$ cat src/core/plc_pkg.sv
// Constants and types for the 32-line I/O controller slice.
// Assumes a 32-bit AHB-Lite bus and one 50 MHz system clock.
package plc_pkg;

  localparam int unsigned NUM_LINES = 32;
  localparam int unsigned ADDR_W    = 8;

  // Word offsets of the register map
  localparam logic [7:0] OFS_PIN_LEVEL_READBACK  = 8'h00;
  localparam logic [7:0] OFS_OUTPUT_DATA_VALUE   = 8'h04;
  localparam logic [7:0] OFS_CHANGE_IRQ_ENABLE   = 8'h08;
  localparam logic [7:0] OFS_CHANGE_IRQ_DISABLE  = 8'h0c;
  localparam logic [7:0] OFS_CHANGE_IRQ_MASK     = 8'h10;
  localparam logic [7:0] OFS_CHANGE_IRQ_STATUS   = 8'h14;
  localparam logic [7:0] OFS_OPEN_DRAIN_ENABLE   = 8'h18;
  localparam logic [7:0] OFS_OPEN_DRAIN_DISABLE  = 8'h1c;
  localparam logic [7:0] OFS_OPEN_DRAIN_STATUS   = 8'h20;
  localparam logic [7:0] OFS_PULLUP_DISABLE      = 8'h24;
  localparam logic [7:0] OFS_PULLUP_ENABLE       = 8'h28;
  localparam logic [7:0] OFS_PULLUP_STATUS       = 8'h2c;
  localparam logic [7:0] OFS_PERIPH_FIRST_SELECT = 8'h30;
  localparam logic [7:0] OFS_PERIPH_SECOND_SEL   = 8'h34;
  localparam logic [7:0] OFS_PERIPH_SELECT_STAT  = 8'h38;
  localparam logic [7:0] OFS_DIRECT_WRITE_ENABLE = 8'h3c;
  localparam logic [7:0] OFS_DIRECT_WRITE_DISABL = 8'h40;
  localparam logic [7:0] OFS_DIRECT_WRITE_STATUS = 8'h44;

  // Reset values
  localparam logic [31:0] RST_LINES     = 32'h0000_0000;
  localparam logic [31:0] RST_OUT_DATA  = 32'h0000_0000;
  localparam logic [31:0] RST_IRQ_MASK  = 32'h0000_0000;
  localparam logic [31:0] RST_OPEN_DR   = 32'h0000_0000;
  localparam logic [31:0] RST_PULLUP_ST = 32'h0000_0000;
  localparam logic [31:0] RST_PERIPH_ST = 32'h0000_0000;
  localparam logic [31:0] RST_DIRECT_WR = 32'h0000_0000;
  localparam logic [31:0] READ_UNMAPPED = 32'h0000_0000;

  // AHB encodings
  localparam logic [1:0] HTRANS_NONSEQ = 2'h2;
  localparam logic       HRESP_OKAY    = 1'h0;

  // Bus slave states
  typedef enum logic [3:0] {
    ST_IDLE  = 4'h1,
    ST_WRITE = 4'h2,
    ST_READ  = 4'h4,
    ST_RDONE = 4'h8
  } plc_bus_state_t;

  // Per-line drive toward the pads
  typedef struct packed {
    logic [31:0] out;
    logic [31:0] oe;
    logic [31:0] pullup_en;
    logic [31:0] periph_second;
  } plc_pad_t;

  // One AHB address phase, held for its data phase
  typedef struct packed {
    logic [7:0] addr;
    logic       write;
  } plc_addr_t;

endpackage

$ cat src/core/plc_top.sv
// 32-line I/O controller slice: change interrupts, open-drain drive,
// pull-ups, peripheral select and gated direct output writes.
// Assumes one AHB-Lite master, single word transfers, pad inputs
// asynchronous to i_clk_sys, output enable supplied by other logic.
//
// Summary of operation
// - Pin level readback shows each line's sampled level, 1 high, 0 low.
// - Writing 1 to change_irq_enable enables that line's change interrupt.
// - Writing 1 to change_irq_disable disables that line's change interrupt.
// - change_irq_mask reads 1 for enabled lines, 0 for disabled.
// - A status bit sets on any level change since last read or reset.
// - Reading change_irq_status clears it; reset clears it too.
// - Writing 1 to open_drain_enable makes the line open-drain; 0 no effect.
// - Writing 1 to open_drain_disable returns the line to push-pull.
// - Open-drain lines drive low only; others drive high and low.
// - Writing 1 to pullup_disable switches that line's pull-up off.
// - Writing 1 to pullup_enable switches that line's pull-up on.
// - pullup_status reads 0 when enabled, 1 when disabled.
// - Writing 1 to periph_first_select routes the line to function one.
// - Writing 1 to periph_second_select routes the line to function two.
// - periph_select_status reads 0 for first, 1 for second function.
// - Direct output writes update only lines whose write gate is 1.
// - direct_write_enable sets the gate, direct_write_disable clears it.
//
// Local design decisions: the AHB-Lite register port and the register addresses.
`timescale 1ns/1ns

module plc_top
  import plc_pkg::*;
(
  // Clock and reset
  input  wire logic              i_clk_sys,
  input  wire logic              i_reset_n,
  // AHB-Lite slave
  input  wire logic              i_hsel,
  input  wire logic [31:0]       i_haddr,
  input  wire logic [1:0]        i_htrans,
  input  wire logic              i_hwrite,
  input  wire logic [2:0]        i_hsize,
  input  wire logic [31:0]       i_hwdata,
  input  wire logic              i_hready,
  output logic      [31:0]       o_hrdata,
  output logic                   o_hreadyout,
  output logic                   o_hresp,
  // Pads and peripheral routing
  input  wire logic [31:0]       i_pad_in,
  input  wire logic [31:0]       i_line_out_en,
  output plc_pad_t               o_pad,
  // Interrupt
  output logic                   o_irq
);

  // Set and clear with set-on-one, clear-on-one semantics
  function automatic logic [31:0] f_setclr(input logic [31:0] cur,
                                           input logic [31:0] set,
                                           input logic [31:0] clr);
    f_setclr = (cur | set) & ~clr;
  endfunction

  // Write strobe for one register offset
  function automatic logic [31:0] f_wstb(input logic        we,
                                         input logic [7:0]  addr,
                                         input logic [7:0]  ofs,
                                         input logic [31:0] data);
    f_wstb = (we && addr == ofs) ? data : 32'h0000_0000;
  endfunction

  plc_bus_state_t state;
  plc_bus_state_t next_state;
  plc_addr_t      aphase;
  plc_pad_t       next_pad;

  logic [31:0] sync_a;
  logic [31:0] pin_level_readback;
  logic [31:0] pin_prev;
  logic [31:0] output_data_value;
  logic [31:0] change_irq_mask;
  logic [31:0] change_irq_status;
  logic [31:0] open_drain_status;
  logic [31:0] pullup_status;
  logic [31:0] periph_select_status;
  logic [31:0] direct_write_status;

  // Bus decode
  wire        take     = i_hsel && i_hready && (i_htrans == HTRANS_NONSEQ);
  wire        we       = (state == ST_WRITE);
  wire        rd_load  = (state == ST_READ);
  wire [7:0]  wa       = aphase.addr;
  wire [31:0] wd       = i_hwdata;

  wire [31:0] w_irq_on     = f_wstb(we, wa, OFS_CHANGE_IRQ_ENABLE, wd);
  wire [31:0] w_irq_off    = f_wstb(we, wa, OFS_CHANGE_IRQ_DISABLE, wd);
  wire [31:0] w_od_on      = f_wstb(we, wa, OFS_OPEN_DRAIN_ENABLE, wd);
  wire [31:0] w_od_off     = f_wstb(we, wa, OFS_OPEN_DRAIN_DISABLE, wd);
  wire [31:0] w_pu_off     = f_wstb(we, wa, OFS_PULLUP_DISABLE, wd);
  wire [31:0] w_pu_on      = f_wstb(we, wa, OFS_PULLUP_ENABLE, wd);
  wire [31:0] w_sel_first  = f_wstb(we, wa, OFS_PERIPH_FIRST_SELECT, wd);
  wire [31:0] w_sel_second = f_wstb(we, wa, OFS_PERIPH_SECOND_SEL, wd);
  wire [31:0] w_gate_on    = f_wstb(we, wa, OFS_DIRECT_WRITE_ENABLE, wd);
  wire [31:0] w_gate_off   = f_wstb(we, wa, OFS_DIRECT_WRITE_DISABL, wd);
  // Status also clears by writing one
  wire [31:0] w_stat_clr   = f_wstb(we, wa, OFS_CHANGE_IRQ_STATUS, wd);
  wire        w_data       = we && (wa == OFS_OUTPUT_DATA_VALUE);

  // level change detect on synchronised level
  wire [31:0] change   = pin_level_readback ^ pin_prev;
  // clear on read of the status word
  wire        rd_stat  = rd_load && (aphase.addr == OFS_CHANGE_IRQ_STATUS);
  wire [31:0] stat_clr = {NUM_LINES{rd_stat}} | w_stat_clr;

  // zero bits leave settings as they are
  wire [31:0] next_mask  = f_setclr(change_irq_mask, w_irq_on, w_irq_off);
  wire [31:0] next_drain = f_setclr(open_drain_status, w_od_on, w_od_off);
  wire [31:0] next_pull  = f_setclr(pullup_status, w_pu_off, w_pu_on);
  wire [31:0] next_route = f_setclr(periph_select_status, w_sel_second,
                                    w_sel_first);
  wire [31:0] next_gate  = f_setclr(direct_write_status, w_gate_on,
                                    w_gate_off);
  // Set wins over clear so no change is lost
  wire [31:0] next_stat  = (change_irq_status & ~stat_clr) | change;

  wire [31:0] next_data = w_data ? ((output_data_value & ~direct_write_status)
                                   | (wd & direct_write_status))
                                 : output_data_value;

  wire        next_irq  = |(next_stat & next_mask);

  // Read multiplexer
  logic [31:0] rd_mux;
  always_comb
  begin
    case (aphase.addr)
      OFS_PIN_LEVEL_READBACK:  rd_mux = pin_level_readback;
      OFS_OUTPUT_DATA_VALUE:   rd_mux = output_data_value;
      OFS_CHANGE_IRQ_MASK:     rd_mux = change_irq_mask;
      OFS_CHANGE_IRQ_STATUS:   rd_mux = change_irq_status;
      OFS_OPEN_DRAIN_STATUS:   rd_mux = open_drain_status;
      OFS_PULLUP_STATUS:       rd_mux = pullup_status;
      OFS_PERIPH_SELECT_STAT:  rd_mux = periph_select_status;
      OFS_DIRECT_WRITE_STATUS: rd_mux = direct_write_status;
      default:                 rd_mux = READ_UNMAPPED;
    endcase
  end

  // Reads take one wait state so a write just before is visible
  always_comb
  begin
    case (state)
      ST_IDLE, ST_WRITE, ST_RDONE:
        if (take)
          next_state = i_hwrite ? ST_WRITE : ST_READ;
        else
          next_state = ST_IDLE;
      ST_READ:  next_state = ST_RDONE;
      default:  next_state = ST_IDLE;
    endcase
  end

  // open-drain lines only ever pull low
  always_comb
  begin
    next_pad.out           = next_data & ~next_drain;
    next_pad.oe            = i_line_out_en & ~(next_drain & next_data);
    next_pad.pullup_en     = ~next_pull;
    next_pad.periph_second = next_route;
  end

  // Two-flop pad synchroniser; pin_prev feeds change detect
  always_ff @(posedge i_clk_sys or negedge i_reset_n)
  begin
    if (!i_reset_n)
    begin
      sync_a             <= RST_LINES;
      pin_level_readback <= RST_LINES;
      pin_prev           <= RST_LINES;
    end
    else
    begin
      sync_a             <= i_pad_in;
      pin_level_readback <= sync_a;
      pin_prev           <= pin_level_readback;
    end
  end

  // Bus slave
  always_ff @(posedge i_clk_sys or negedge i_reset_n)
  begin
    if (!i_reset_n)
    begin
      state       <= ST_IDLE;
      aphase      <= '0;
      o_hrdata    <= READ_UNMAPPED;
      o_hreadyout <= 1'b1;
      o_hresp     <= HRESP_OKAY;
    end
    else
    begin
      state       <= next_state;
      o_hresp     <= HRESP_OKAY;
      o_hreadyout <= (next_state != ST_READ);
      if (take)
        aphase <= '{addr: i_haddr[7:0], write: i_hwrite};
      if (rd_load)
        o_hrdata <= rd_mux;
    end
  end

  // Line settings
  always_ff @(posedge i_clk_sys or negedge i_reset_n)
  begin
    if (!i_reset_n)
    begin
      output_data_value    <= RST_OUT_DATA;
      change_irq_mask      <= RST_IRQ_MASK;
      change_irq_status    <= RST_LINES;
      open_drain_status    <= RST_OPEN_DR;
      pullup_status        <= RST_PULLUP_ST;
      periph_select_status <= RST_PERIPH_ST;
      direct_write_status  <= RST_DIRECT_WR;
    end
    else
    begin
      output_data_value    <= next_data;
      change_irq_mask      <= next_mask;
      change_irq_status    <= next_stat;
      open_drain_status    <= next_drain;
      pullup_status        <= next_pull;
      periph_select_status <= next_route;
      direct_write_status  <= next_gate;
    end
  end

  // Pads and interrupt leave straight from flops
  always_ff @(posedge i_clk_sys or negedge i_reset_n)
  begin
    if (!i_reset_n)
    begin
      o_pad <= '{out: RST_LINES, oe: RST_LINES,
                 pullup_en: ~RST_PULLUP_ST, periph_second: RST_PERIPH_ST};
      o_irq <= 1'b0;
    end
    else
    begin
      o_pad <= next_pad;
      o_irq <= next_irq;
    end
  end

endmodule

$ cat config.mk
export PLATFORM = sky130hd
export DESIGN_NAME = plc_top
export DESIGN_NICKNAME = d
export VERILOG_FILES = /design/src/core/plc_pkg.sv /design/src/core/plc_top.sv
export SDC_FILE = /design/constraint.sdc
export NUM_CORES = 1
export LEC_CHECK = 0
export ABC_AREA = 1
export BUFFER_PORTS_ARGS = -buffer_cell sky130_fd_sc_hd__buf_2
export CORE_MARGIN = 5
export CORE_UTILIZATION = 53
export CTS_BUF_LIST = sky130_fd_sc_hd__clkbuf_4 sky130_fd_sc_hd__clkbuf_8
export DETAILED_ROUTE_END_ITERATION = 12
export GPL_TIMING_DRIVEN = 0
export PLACE_DENSITY = 0.88
export RECOVER_POWER = 100
export SLEW_MARGIN = 20
export SYNTH_ARGS = -nofsm -noshare
export SYNTH_HDL_FRONTEND = slang
export SYNTH_SLANG_ARGS = --single-unit
$ cat constraint.sdc
create_clock -name i_clk_sys -period 1.7 [get_ports i_clk_sys]
set_input_delay 0.17 -clock i_clk_sys [delete_from_list [all_inputs] [get_ports i_clk_sys]]
set_output_delay 0.17 -clock i_clk_sys [all_outputs]
set_load 0.03 [all_outputs]
==> results_dict.tcl <==
set metrics [dict create \
    synth_top_family_by_area "simple AND/OR/NAND/NOR gates" \
    final_area_sq_um 26000 \
    clockBufferDepth 3 \
    dp_cells 2747 \
    antenna_found_initial 2 \
    max-cap-violations 0 \
    cts_max_level 3 \
    clk_pin_slew_ps 60 \
    antenna_cells 0 \
    hold_violations 0 \
    dieArea_sq_um 39870 \
    vdd_drop_max_uv 766.4 \
    ys_ff_latch 462 \
    syn_area_sq_um 19070 \
    synth.top_cell.area_share 0.5618 \
    overflow 0 \
    timing.reg2reg.setup_slack_ps -660 \
    yosys.area_share.simple 0.1551 \
    synth_xor_area_frac 0.01470 \
    synth_cells 2011 \
    r2r_cells 9 \
    total_power_mw 25.11 \
    start_kind "flop" \
    synth_most_common_cell "dfrtp_1" \
    final.period_utilization 1.388 \
    setup_viol 373 \
    synth_mux_area_frac 0.0005906 \
    synth_nets 2149 \
    die_width_um 199.7 \
    synth-compound-area-share 0.1419 \
    wire_per_inst_um 24.31 \
    grtUsageTotal 0.3638 \
    final_nets 2683 \
    ys_seq_area_frac 0.6086 \
    numClockSinks 462 \
    syn_to_final_growth_pct 36.35 \
    coreArea_sq_um 35570 \
    crit_end "o_hrdata[26]" \
    ys_types 42 \
    fp.dieH_um 199.7 \
    cts_tree "yes" \
    synth_area_leaders "dfrtp_1, nand2_1, inv_1" \
    violations "negative setup slack" \
    clkLatencyLatePin_ps 660 \
    slew_headroom 0.1326 \
    drive_above_1_share 0.2708 \
    dpl-instance-area_sq_um 21130 \
    synth_warnings 0 \
    ioPinCount 301 \
    synth_edf_count 0 \
    powerDensity_nw_per_um2 965.7 \
    yosys.area.top_type "dfrtp_1" \
    startpoint "wa[4]" \
    fin_util 0.7309 \
    cts_made_buffers 76 \
    endpoint_kind "flop" \
    grt_pass1_vias 18395 \
    setup_tns_ps -90370 \
    critical_path_class "flop to flop" \
    synthAdderAreaFrac 0 \
    fp-row-count 69 \
    grt_pass1_wl_um 107900 \
    fill_cells 2355 \
    finalCriticalPeriod_ps 2359 \
    viasPerCell 5.953 \
    vias 18265 \
    synth_async_sr_flop_share 1.000 \
    worstPathArrival_ps 2910 \
    slew_viol_final 0 \
    drc 0 \
    fin_ws_ps -659.2 \
    cts-root-buf "clkbuf_8" \
    hold_path_class "primary input to flop" \
    required_ps 2260 \
    place_hpwl_um 43910 \
    whs_ps 158.3 \
    finalWeightedCongestion 1.019 \
    leakagePower_nw 12.62 \
    port-buffer-count 271 \
    timing.fmax_mhz 423.9 \
    grt_max_degree 107 \
    fin_worst_skew_ps 51.81 \
    start_util 0.5360 \
    first_iter_violations 2507 \
    synthFlopType "dfrtp_1" \
    antenna_left 0 \
    finalWirelength_um 74580 \
    r2r_end "o_hrdata[26]" \
    synth_common_cells "dfrtp_1, nand2_1, inv_1, nand3_1, a21oi_1" \
    reg2reg_from "wa[4]" \
    synth_area_per_cell_sq_um 9.481 \
    critPathMaxFanout 10 \
    post-place-ws_ps -1202 \
    final_cell_count_no_fill 3068 \
    dr.pass1.iters 6 \
    rsz0062_at_grt "yes" \
    tightest_slew_ps 1301 \
    status "finished with violations" \
]
==> report_power, final <==
group,total [mW],internal (mW),switching (mW),leakage (nW)
clock,10.7,5.94,4.74,0.879
sequential,11.6,11.3,0.221,5.18
combinational,2.86,0.909,1.95,6.56
==> sequential cells by signal, indices dropped and copies added (netlist names) <==
| name | count |
|---|---|
| o_pad | 128 |
| change_irq_mask | 32 |
| change_irq_status | 32 |
| direct_write_status | 32 |
| o_hrdata | 32 |
| open_drain_status | 32 |
| output_data_value | 32 |
| pin_level_readback | 32 |
| pin_prev | 32 |
| pullup_status | 32 |
| sync_a | 32 |
| wa | 8 |
| state | 4 |
| o_hreadyout | 1 |
| o_irq | 1 |
==> layout make-up <==
cell class | instances | area [sq um] | area share
multi-input cells | 1173 | 6648 | 0.2557
flip-flops and latches | 462 | 11610 | 0.4465
well taps | 461 | 576.8 | 0.02219
repair buffers | 457 | 3395 | 0.1306
clock buffers | 121 | 1503 | 0.05780
plain buffers | 85 | 997.2 | 0.03836
inverters | 290 | 1109 | 0.04264
clock inverters | 19 | 161.4 | 0.006209
==> timing repair <==
item	CTS	global route
buffers inserted	48	8
resized for setup	338	106
cloned	15	0
hold buffers	111	0
endpoints found under the setup margin	336	336
pin swaps	59	20
endpoints found under the hold margin	345	0
==> worst min-delay path by stage <==
| stage | from | end | slack [ps] | depth (start not counted) |
|---|---|---|---|---|
| floorplan | i_reset_n | change_irq_mask[0] | -130 | 0 |
| global placement | i_pad_in[17] | sync_a[17] | 280 | 1 |
| finish | i_pad_in[1] | sync_a[1] | 160 | 2 |
| global route | i_pad_in[1] | sync_a[1] | 170 | 2 |
| CTS | i_pad_in[0] | sync_a[0] | 150 | 2 |
| detailed placement | i_reset_n | sync_a[2] | 240 | 1 |
==> cells by family (layout without fill, tap and decap cells) <==
| logic type | count (synthesis) | count (layout) |
|---|---|---|
| DFF | 462 | 462 |
| other | 1 | 1 |
| buffers and inverters | 376 | 972 |
| muxes | 1 | 1 |
| AOI/OAI and AO/OA | 455 | 455 |
| xor gates and xnor gates | 32 | 32 |
| and+or+nand+nor | 684 | 684 |
==> per-layer routing <==
layer / vias up / GRT usage / part of all wire / wire [um]
li1: 7590 / - / - / -
met1: 8757 / 0.4474 / 0.35 / 26280
met2: 1523 / 0.5549 / 0.44 / 33160
met3: 391 / 0.1374 / 0.14 / 10270
met4: 4 / 0.2060 / 0.065 / 4838
met5: - / 0 / 0.00046 / 34
==> critical path: stages, from the launching register on <==
cell and delay, ps:
dfrtp_2 490, buf_4 170, nor3_2 410, nand2_2 270, clkinv_4 210, buf_4 280
a21oi_1 120, nand4_1 80, nand2_1 100, nand2_1 110
==> cells in the final DEF (no fill, tap or decap), types with 26 or more instances in the layout <==
cell,n
dfrtp_1,425
nand3_1,154
buf_4,47
a21oi_1,109
nor2_4,27
inv_1,268
a21oi_2,52
buf_2,150
clkbuf_1,127
clkbuf_8,108
nand2_2,26
o21ai_1,59
dlygate4sd3_1,111
o22ai_1,30
o21ai_0,91
dfstp_2,34
clkbuf_4,38
xnor2_1,32
nor2_1,116
nand2_1,311
No activity file was read; power rests on OpenSTA's default activity.
